===== config.mk =====
export PLATFORM = sky130hd
export DESIGN_NAME = wdt_top
export DESIGN_NICKNAME = d
export VERILOG_FILES = /design/src/wdt_pkg.sv /design/src/wdt_prescaler.sv /design/src/wdt_pulse.sv /design/src/wdt_top.sv
export SDC_FILE = /design/constraint.sdc
export NUM_CORES = 1
export LEC_CHECK = 0
export BUFFER_PORTS_ARGS = -buffer_cell sky130_fd_sc_hd__clkbuf_2
export CAP_MARGIN = 20
export CORE_UTILIZATION = 45
export CTS_BUF_LIST = sky130_fd_sc_hd__clkbuf_8
export DETAILED_ROUTE_END_ITERATION = 7
export GPL_ROUTABILITY_DRIVEN = 0
export GPL_TIMING_DRIVEN = 0
export HOLD_SLACK_MARGIN = 0.15
export PLACE_DENSITY = 0.75
export SYNTH_ARGS = -nofsm -noshare
export SYNTH_HDL_FRONTEND = slang
export SYNTH_HIERARCHICAL = 1
export SYNTH_SLANG_ARGS = --single-unit
export TNS_END_PERCENT = 1

===== constraint.sdc =====
create_clock -name CLK_I -period 2.7 [get_ports CLK_I]
set_input_delay 0.54 -clock CLK_I [delete_from_list [all_inputs] [get_ports CLK_I]]
set_output_delay 0.54 -clock CLK_I [all_outputs]
set_load 0.01 [all_outputs]

===== src/wdt_pkg.sv =====
// Constants shared by the watchdog and interval timer files.
// Assumes one system clock; one state equals one clock cycle.
package wdt_pkg;

  // Register addresses on the internal register bus
  localparam logic [15:0] WDT_ADDR_CTRL_STAT = 16'hFFBC;
  localparam logic [15:0] WDT_ADDR_COUNT     = 16'hFFBD;
  localparam logic [15:0] WDT_ADDR_RST_WR    = 16'hFFBE;
  localparam logic [15:0] WDT_ADDR_RST_RD    = 16'hFFBF;

  // Write keys carried in the upper byte; flag clear data in the lower byte
  localparam logic [7:0] WDT_KEY_COUNT     = 8'h5A;
  localparam logic [7:0] WDT_KEY_CTRL      = 8'hA5;
  localparam logic [7:0] WDT_KEY_RST_BITS  = 8'h5A;
  localparam logic [7:0] WDT_KEY_FLAG_CLR  = 8'hA5;
  localparam logic [7:0] WDT_FLAG_CLR_DATA = 8'h00;

  // Values after reset, and the counter maximum
  localparam logic [7:0] WDT_CTRL_STAT_RST = 8'h18;
  localparam logic [7:0] WDT_RST_CTRL_RST  = 8'h1F;
  localparam logic [7:0] WDT_COUNT_RST     = 8'h00;
  localparam logic [7:0] WDT_COUNT_MAX     = 8'hFF;

  // Field positions
  localparam int WDT_BIT_IOVF     = 7;
  localparam int WDT_BIT_MODE     = 6;
  localparam int WDT_BIT_RUN      = 5;
  localparam int WDT_BIT_CKS_HI   = 2;
  localparam int WDT_BIT_WATCHDOG_OVERFLOW_FLAG     = 7;
  localparam int WDT_BIT_RST_EN   = 6;
  localparam int WDT_BIT_RST_TYPE = 5;

  // Reserved bits reading as one
  localparam logic [1:0] WDT_CTRL_RSVD = 2'h3;
  localparam logic [4:0] WDT_RST_RSVD  = 5'h1F;

  // Timing in states, then cycles
  localparam int WDT_CYC_PER_STATE      = 1;
  localparam int WDT_OUT_STATES_RST_EN  = 132;
  localparam int WDT_OUT_STATES_RST_DIS = 130;
  localparam int WDT_CHIP_RST_STATES    = 518;
  localparam int WDT_PULSE_W            = 10;
  localparam logic [9:0] WDT_OUT_CYC_RST_EN  = 10'(WDT_OUT_STATES_RST_EN * WDT_CYC_PER_STATE);
  localparam logic [9:0] WDT_OUT_CYC_RST_DIS = 10'(WDT_OUT_STATES_RST_DIS * WDT_CYC_PER_STATE);
  localparam logic [9:0] WDT_CHIP_RST_CYC    = 10'(WDT_CHIP_RST_STATES * WDT_CYC_PER_STATE);

  // Prescaler: log2 of each division, select 0 to 7
  localparam int WDT_PRE_WIDTH = 17;
  localparam logic [39:0] WDT_DIV_LOG2 = {5'h11, 5'h0F, 5'h0D, 5'h0B, 5'h09, 5'h07, 5'h06, 5'h01};

endpackage : wdt_pkg


===== src/wdt_prescaler.sv =====
// Free running divider giving one tick pulse per selected division.
// Assumes an asynchronous active low reset already released cleanly.
`timescale 1ns/100ps
module wdt_prescaler #(
  parameter int WIDTH = wdt_pkg::WDT_PRE_WIDTH
) (
  input  logic       clk_i,
  input  logic       rst_n_i,
  input  logic [2:0] sel_i,
  output logic       tick_o
);
  import wdt_pkg::*;

  logic [WIDTH-1:0] div_cnt;
  logic [7:0]       hit;

  always_ff @(posedge clk_i or negedge rst_n_i) begin
    if (!rst_n_i) begin
      div_cnt <= '0;
    end else begin
      div_cnt <= div_cnt + 1'b1;
    end
  end

  // Each division fires when its low bits are all ones
  genvar gi;
  generate
    for (gi = 0; gi < 8; gi++) begin : g_div
      localparam int LOG2 = int'(WDT_DIV_LOG2[gi*5 +: 5]);
      assign hit[gi] = &div_cnt[LOG2-1:0];
    end
  endgenerate

  assign tick_o = hit[sel_i];

endmodule : wdt_prescaler


===== src/wdt_pulse.sv =====
// Retriggerable pulse of a programmable number of cycles.
// Assumes start is a one-cycle pulse on the same clock.
`timescale 1ns/100ps
module wdt_pulse #(
  parameter int W = wdt_pkg::WDT_PULSE_W
) (
  input  logic         clk_i,
  input  logic         rst_n_i,
  input  logic         start_i,
  input  logic [W-1:0] len_i,
  output logic         active_o
);
  import wdt_pkg::*;

  logic [W-1:0] left;

  always_ff @(posedge clk_i or negedge rst_n_i) begin
    if (!rst_n_i) begin
      left <= '0;
    end else if (start_i) begin
      left <= len_i;
    end else if (left != '0) begin
      left <= left - 1'b1;
    end
  end

  assign active_o = (left != '0);

endmodule : wdt_pulse


===== src/wdt_top.sv =====
// Watchdog and interval timer with keyed word writes.
// Assumes a CPU bus on the same clock; external reset pin is async.
// What this block does
// - Counter and control writes need word access
// - Key 5A at shared address loads counter while running
// - Key A5 at shared address loads control
// - Reset control written by word only
// - A5 00 clears watchdog flag only
// - Key 5A copies reset enable and type
// - Byte reads at three separate addresses
// - Watchdog overflow drives overflow output low
// - Output low 132 or 130 cycles
// - Chip reset with output, 518 cycles
// - Type bit picks power-on or manual
// - External reset wins, clearing watchdog flag
// - Interval mode overflow requests interrupt
// - Interval flag and interrupt set together
// - Interrupt stands while interval flag set
// - Watchdog flag and output low together
// - Write beats coincident count pulse
// - No-reset overflow resets counter and control
// - Writes rejected while output low
// - Reads during low output do not arm
// - Prescale picks one of eight divisions
// - Stopped counter held at zero
// - Flag clears by read then write zero
// - Reset control kept across internal reset
`timescale 1ns/100ps
module wdt_top (
  input  logic                                CLK_I,
  input  logic                                RST_N_I,
  input  logic [$bits(wdt_pkg::WDT_ADDR_COUNT)-1:0] ADDR_I,
  input  logic [15:0]                         WDATA_I,
  input  logic                                WR_I,
  input  logic                                WORD_I,
  input  logic                                RD_I,
  output logic [7:0]                          RDATA_O,
  output logic                                OVF_OUT_N_O,
  output logic                                CHIP_RST_O,
  output logic                                CHIP_RST_MANUAL_O,
  output logic                                INTERVAL_IRQ_O
);
  import wdt_pkg::*;

  logic       rst_meta;
  logic       rst_n;
  logic [7:0] count;
  logic       iovf;
  logic       mode;
  logic       run;
  logic [2:0] cks;
  logic       watchdog_overflow_flag;
  logic       rst_en;
  logic       rst_type;
  logic       rst_kind;
  logic       iovf_armed;
  logic       watchdog_overflow_flag_armed;
  logic [7:0] rdata;
  logic       tick;
  logic       out_active;
  logic       chip_active;

  // Reset release through two flops; assertion is immediate
  always_ff @(posedge CLK_I or negedge RST_N_I) begin
    if (!RST_N_I) begin
      rst_meta <= 1'b0;
      rst_n    <= 1'b0;
    end else begin
      rst_meta <= 1'b1;
      rst_n    <= rst_meta;
    end
  end

  // Bus decode
  wire [7:0] wr_hi    = WDATA_I[15:8];
  wire [7:0] wr_lo    = WDATA_I[7:0];
  wire       wr_ok    = WR_I && WORD_I && !out_active;
  wire       ctrl_hit = wr_ok && (ADDR_I == WDT_ADDR_CTRL_STAT);
  wire       rst_hit  = wr_ok && (ADDR_I == WDT_ADDR_RST_WR);
  wire       cnt_wr   = ctrl_hit && (wr_hi == WDT_KEY_COUNT);
  wire       cs_wr    = ctrl_hit && (wr_hi == WDT_KEY_CTRL);
  wire       rb_wr    = rst_hit && (wr_hi == WDT_KEY_RST_BITS);
  wire       fc_wr    = rst_hit && (wr_hi == WDT_KEY_FLAG_CLR)
                        && (wr_lo == WDT_FLAG_CLR_DATA);
  wire       rd_cs    = RD_I && (ADDR_I == WDT_ADDR_CTRL_STAT);
  wire       rd_cnt   = RD_I && (ADDR_I == WDT_ADDR_COUNT);
  wire       rd_rst   = RD_I && (ADDR_I == WDT_ADDR_RST_RD);
  wire       arm_ok   = !out_active;

  // Counting and overflow
  wire inc     = tick && run && !cnt_wr;
  wire ovf_evt = inc && (count == WDT_COUNT_MAX);
  wire wd_ovf  = ovf_evt && mode;
  wire it_ovf  = ovf_evt && !mode;

  // Flag clears need a prior read seen while the flag was set
  wire iovf_clr = cs_wr && !wr_lo[WDT_BIT_IOVF] && iovf_armed;
  wire watchdog_overflow_flag_clr = fc_wr && watchdog_overflow_flag_armed;
  wire [9:0] out_len = rst_en ? WDT_OUT_CYC_RST_EN : WDT_OUT_CYC_RST_DIS;

  wire [7:0] cs_view  = {iovf, mode, run, WDT_CTRL_RSVD, cks};
  wire [7:0] rst_view = {watchdog_overflow_flag, rst_en, rst_type, WDT_RST_RSVD};
  wire [7:0] next_rdata = rd_cs  ? cs_view  :
                          rd_cnt ? count    :
                          rd_rst ? rst_view : 8'h00;

  wdt_prescaler u_pre (
    .clk_i   (CLK_I),
    .rst_n_i (rst_n),
    .sel_i   (cks),
    .tick_o  (tick)
  );

  wdt_pulse u_out (
    .clk_i    (CLK_I),
    .rst_n_i  (rst_n),
    .start_i  (wd_ovf),
    .len_i    (out_len),
    .active_o (out_active)
  );

  wdt_pulse u_chip (
    .clk_i    (CLK_I),
    .rst_n_i  (rst_n),
    .start_i  (wd_ovf && rst_en),
    .len_i    (WDT_CHIP_RST_CYC),
    .active_o (chip_active)
  );

  // Counter: overflow reset, then stop, then write, then count
  always_ff @(posedge CLK_I or negedge rst_n) begin
    if (!rst_n) begin
      count <= WDT_COUNT_RST;
    end else if (wd_ovf || !run) begin
      count <= WDT_COUNT_RST;
    end else if (cnt_wr) begin
      count <= wr_lo;
    end else if (inc) begin
      count <= count + 1'b1;
    end
  end

  // Control and status fields
  always_ff @(posedge CLK_I or negedge rst_n) begin
    if (!rst_n) begin
      mode <= WDT_CTRL_STAT_RST[WDT_BIT_MODE];
      run  <= WDT_CTRL_STAT_RST[WDT_BIT_RUN];
      cks  <= WDT_CTRL_STAT_RST[WDT_BIT_CKS_HI:0];
    end else if (wd_ovf) begin
      mode <= WDT_CTRL_STAT_RST[WDT_BIT_MODE];
      run  <= WDT_CTRL_STAT_RST[WDT_BIT_RUN];
      cks  <= WDT_CTRL_STAT_RST[WDT_BIT_CKS_HI:0];
    end else if (cs_wr) begin
      mode <= wr_lo[WDT_BIT_MODE];
      run  <= wr_lo[WDT_BIT_RUN];
      cks  <= wr_lo[WDT_BIT_CKS_HI:0];
    end
  end

  // Interval flag: set beats clear
  always_ff @(posedge CLK_I or negedge rst_n) begin
    if (!rst_n) begin
      iovf       <= WDT_CTRL_STAT_RST[WDT_BIT_IOVF];
      iovf_armed <= 1'b0;
    end else if (it_ovf) begin
      iovf       <= 1'b1;
      iovf_armed <= iovf_armed;
    end else if (iovf_clr || wd_ovf) begin
      iovf       <= 1'b0;
      iovf_armed <= 1'b0;
    end else if (rd_cs && iovf && arm_ok) begin
      iovf_armed <= 1'b1;
    end
  end

  // Watchdog flag: set beats clear; cleared by the armed A5 00 write or by the pin reset
  always_ff @(posedge CLK_I or negedge rst_n) begin
    if (!rst_n) begin
      watchdog_overflow_flag       <= WDT_RST_CTRL_RST[WDT_BIT_WATCHDOG_OVERFLOW_FLAG];
      watchdog_overflow_flag_armed <= 1'b0;
    end else if (wd_ovf) begin
      watchdog_overflow_flag       <= 1'b1;
      watchdog_overflow_flag_armed <= 1'b0;
    end else if (watchdog_overflow_flag_clr) begin
      watchdog_overflow_flag       <= 1'b0;
      watchdog_overflow_flag_armed <= 1'b0;
    end else if ((rd_cs || rd_rst) && watchdog_overflow_flag && arm_ok) begin
      watchdog_overflow_flag_armed <= 1'b1;
    end
  end

  // Reset enable and type
  always_ff @(posedge CLK_I or negedge rst_n) begin
    if (!rst_n) begin
      rst_en   <= WDT_RST_CTRL_RST[WDT_BIT_RST_EN];
      rst_type <= WDT_RST_CTRL_RST[WDT_BIT_RST_TYPE];
      rst_kind <= 1'b0;
    end else begin
      if (rb_wr) begin
        rst_en   <= wr_lo[WDT_BIT_RST_EN];
        rst_type <= wr_lo[WDT_BIT_RST_TYPE];
      end
      if (wd_ovf && rst_en) begin
        rst_kind <= rst_type;
      end
    end
  end

  always_ff @(posedge CLK_I or negedge rst_n) begin
    if (!rst_n) begin
      rdata <= 8'h00;
    end else if (RD_I) begin
      rdata <= next_rdata;
    end
  end

  assign RDATA_O           = rdata;
  assign OVF_OUT_N_O       = !out_active;
  assign CHIP_RST_O        = chip_active;
  assign CHIP_RST_MANUAL_O = chip_active && rst_kind;
  assign INTERVAL_IRQ_O    = iovf;

  // Helper counters for long pulse lengths
  logic [9:0] low_len;
  logic [9:0] chip_len;
  always_ff @(posedge CLK_I or negedge rst_n) begin
    if (!rst_n) begin
      low_len  <= 10'h000;
      chip_len <= 10'h000;
    end else begin
      low_len  <= out_active ? low_len + 10'h001 : 10'h000;
      chip_len <= chip_active ? chip_len + 10'h001 : 10'h000;
    end
  end
endmodule : wdt_top


==> run summary <==
Status = finished with violations
Failing checks = setup timing
Register share of total power = 52.4%
Iter 0 DRT Violations = 215
GRT Util Overall = 23.2%
Initial Util = 46.3%
Synth area leaders = dfrtp_1, xnor2_1, nand4_1, mux2_2, nand2_1
Vias = 3595
Slew at the pin closest to its max-slew limit = 0.864 ns
CP startpoint kind = flip-flop
Worst hold path class = reg -> reg
Post-synthesis async set-or-reset flop share = 100%
Synth area leader = dfrtp_1
Fmax = 351 MHz
Area share of the largest cell type after synthesis = 41.8%
Max FO, Critical Path = 8
H-tree levels = 3
TritonCTS clock tree = built
Die Area = 9300 um^2
CTS clk-pin slew, worst paths = 0.08 ns
Comb power frac = 3.3%
Seq/Total Area, Yosys = 41.8%
Setup ws final = -0.149 ns
Cell Rows = 34
Clock Power Share = 44.2%
CTS Buffer Depth = 2
Slowest cell on the critical path = or3_4
Max-slew headroom = 42.4%
# IOs = 49
HPWL after detailed placement = 6.74 mm
Power Dens Cells = 380 nW/um^2
Int Power = 1490 uW
Die W = 96.5 um
Via density = 5.85
Vias in the first global route = 3433
Routed len/inst = 16.4 um
Sw Share = 23.8%
Distinct cells, synth = 63
Peak VDD IR = 0.000274 V
Die H = 96.5 um
Endpoints failing hold = 0
Leakage = 0.00219 uW
Global route overflow = 0
Initial antenna violation count = 0
Number of synthesized flops with an enable pin = 0
FF+latch count, synth = 67
WHS = 0.358 ns
Root buffer cell = clkbuf_8
Crit end category = flip-flop
Antenna Nets Post-Route = 0
YS warnings = 6
Cts bufs inserted = 9
Drt total wl = 10.1 mm
Max Cap Viol = 0
Switch Pwr = 465 uW
Clock skew = 0.00740 ns
Final Max Tran Viols = 0
Ant. Diodes = 0
Area Growth Syn to Fin = 27.9%
Total Power = 1950 uW
Pre-antenna DRT Iters = 5
First-pass GRT wire length = 16.6 mm
CP required = 2.92 ns
Tmin final = 2.85 ns
Filler instances = 732
Syn avg cell area = 9.96 um^2
Max stage delay on crit path = 0.46 ns
Final worst-path cycle share = 106%
Synth Flop Type = dfrtp_1
CORE AREA = 8680 um^2
Mapped cell area = 4020 um^2
CTS sink cnt = 67
Residual DRC = 0
Arrival @ worst endpoint = 3.07 ns
Critical path, cell by cell = or3_4 > nor3_4 > inv_2 > and3b_2 > nand4_1 > buf_4 > o211a_4 > buf_12 > nor4_4 > and3_4 > a2111oi_4
Port Buf Inserts = 46
Worst-skew pair later-pin latency = 0.35 ns
Largest net degree at the start of global routing = 66
Nets = 545
RSZ-0062 raised after global routing = yes
Final setup violation count = 27
Layout cells sized above 1 = 33.5%
Mapped Cells = 403
CP Class = reg -> reg
Top cells by count, synth = dfrtp_1, nand2_1, inv_1
Most frequent cell after synthesis = dfrtp_1
==> power by group through the flow <==
stage	clock, uW	combinational (uW)	sequential [uW]
floorplan	0	25.1	1040
global placement	0	59.4	1040
detailed placement	0	61.4	1040
CTS	880	63.1	1020
global route	930	71.5	1030
finish	863	64.6	1020
==> path summary, 6_finish.rpt <==
check | endpoint | startpoint | slack, ns | cells after the start
max | u_out/left[5]$_DFFE_PN0P_ | u_out/left[9]$_DFFE_PN0P_ | -0.15 | 11
min | rst_n$_DFF_PN0_ | rst_meta$_DFF_PN0_ | 0.36 | 0
max reg2reg | u_out/left[5]$_DFFE_PN0P_ | u_out/left[9]$_DFFE_PN0P_ | -0.15 | 11
min reg2reg | rst_n$_DFF_PN0_ | rst_meta$_DFF_PN0_ | 0.36 | 0
max in group asynchronous | u_pre/div_cnt[2]$_DFF_PN0_ | rst_n$_DFF_PN0_ | 1.62 | 0
min in group asynchronous | u_pre/div_cnt[10]$_DFF_PN0_ | rst_n$_DFF_PN0_ | 0.42 | 0
==> per-layer routing <==
metal | wire (um) | GRT usage, %
met3 | 590 | 5.09
met1 | 4260 | 29.9
met5 | 0 | 0
met2 | 5160 | 38.8
met4 | 110 | 7.72
==> per-stage QoR <==
stage | area, um^2 | utilization (%) | std cells | TNS, ns | setup WS [ns]
after floorplan | 4160 | - | 420 | -2.88 | -0.224
after global placement | 4530 | 52.2 | 574 | -17.05 | -0.675
after detailed placement | 4530 | 52.2 | 574 | -12.55 | -0.716
after CTS | 5110 | 58.9 | 614 | -1.54 | -0.135
after global routing | 5140 | 59.2 | 615 | -4.59 | -0.301
final | 5140 | 59.2 | 615 | -1.72 | -0.149
==> logic make-up after synthesis <==
family	count (synthesis)	synth area share, %
other	2	0.187
AOI/OAI and AO/OA	75	13.6
DFF	67	41.8
buffers and inverters	42	4.77
adders and majority gates	6	1.87
and+or+nand+nor	175	29.0
xor gates and xnor gates	23	5.02
muxes	13	3.80
==> layout make-up <==
type	instances	area, um^2	share of cell area [%]
multi-input combinational	311	2430	47.3
sequential	67	1690	32.9
timing repair buffer	73	452	8.79
clock buffer	10	138	2.68
tap	108	135	2.63
buffer	14	125	2.44
inverter	26	108	2.10
clock inverter	6	63.8	1.24
==> timing repair <==
action,4_1_cts,5_1_grt
endpoints found under the setup margin,30,38
setup buffers,25,0
hold buffers,1,0
gates cloned,0,0
endpoints found under the hold margin,2,0
pin swaps,15,2
gates resized for setup,44,8
==> state kept, by name (all words and copies together), names as in the netlist, 3 cells and up <==
register       flops
u_out/left        10
cks                3
count              8
u_pre/div_cnt     17
RDATA_O            8
u_chip/left       10
==> cells in the final DEF, fill, tap and decap left out, drive strengths merged, types with 4 or more instances in the layout <==
| cell | synthesis | layout |
|---|---|---|
| a211o | 4 | 4 |
| a21oi | 10 | 10 |
| a31oi | 6 | 6 |
| and3 | 4 | 4 |
| and4 | 4 | 4 |
| and4b | 5 | 5 |
| buf | 6 | 32 |
| clkbuf | 10 | 64 |
| conb | 2 | 19 |
| dfrtp | 67 | 67 |
| ha | 6 | 6 |
| inv | 25 | 27 |
| mux2 | 12 | 12 |
| nand2 | 28 | 28 |
| nand2b | 6 | 6 |
| nand3 | 17 | 17 |
| nand4 | 21 | 21 |
| nor2 | 16 | 16 |
| nor2b | 9 | 9 |
| nor3 | 23 | 23 |
| nor4 | 12 | 12 |
| nor4b | 6 | 6 |
| nor4bb | 4 | 4 |
| o211ai | 4 | 4 |
| o21ai | 13 | 13 |
| o31ai | 9 | 9 |
| or3 | 9 | 9 |
| xnor2 | 20 | 20 |
==> worst max-delay path: cells and delay by family, from the launching register on <==
kind | cells | cell delay, ns
compound gates | 2 | 0.30
flops | 1 | 0.45
buf+inv | 3 | 0.45
simple gates | 6 | 1.52
Power figures use the tool's default switching activity.
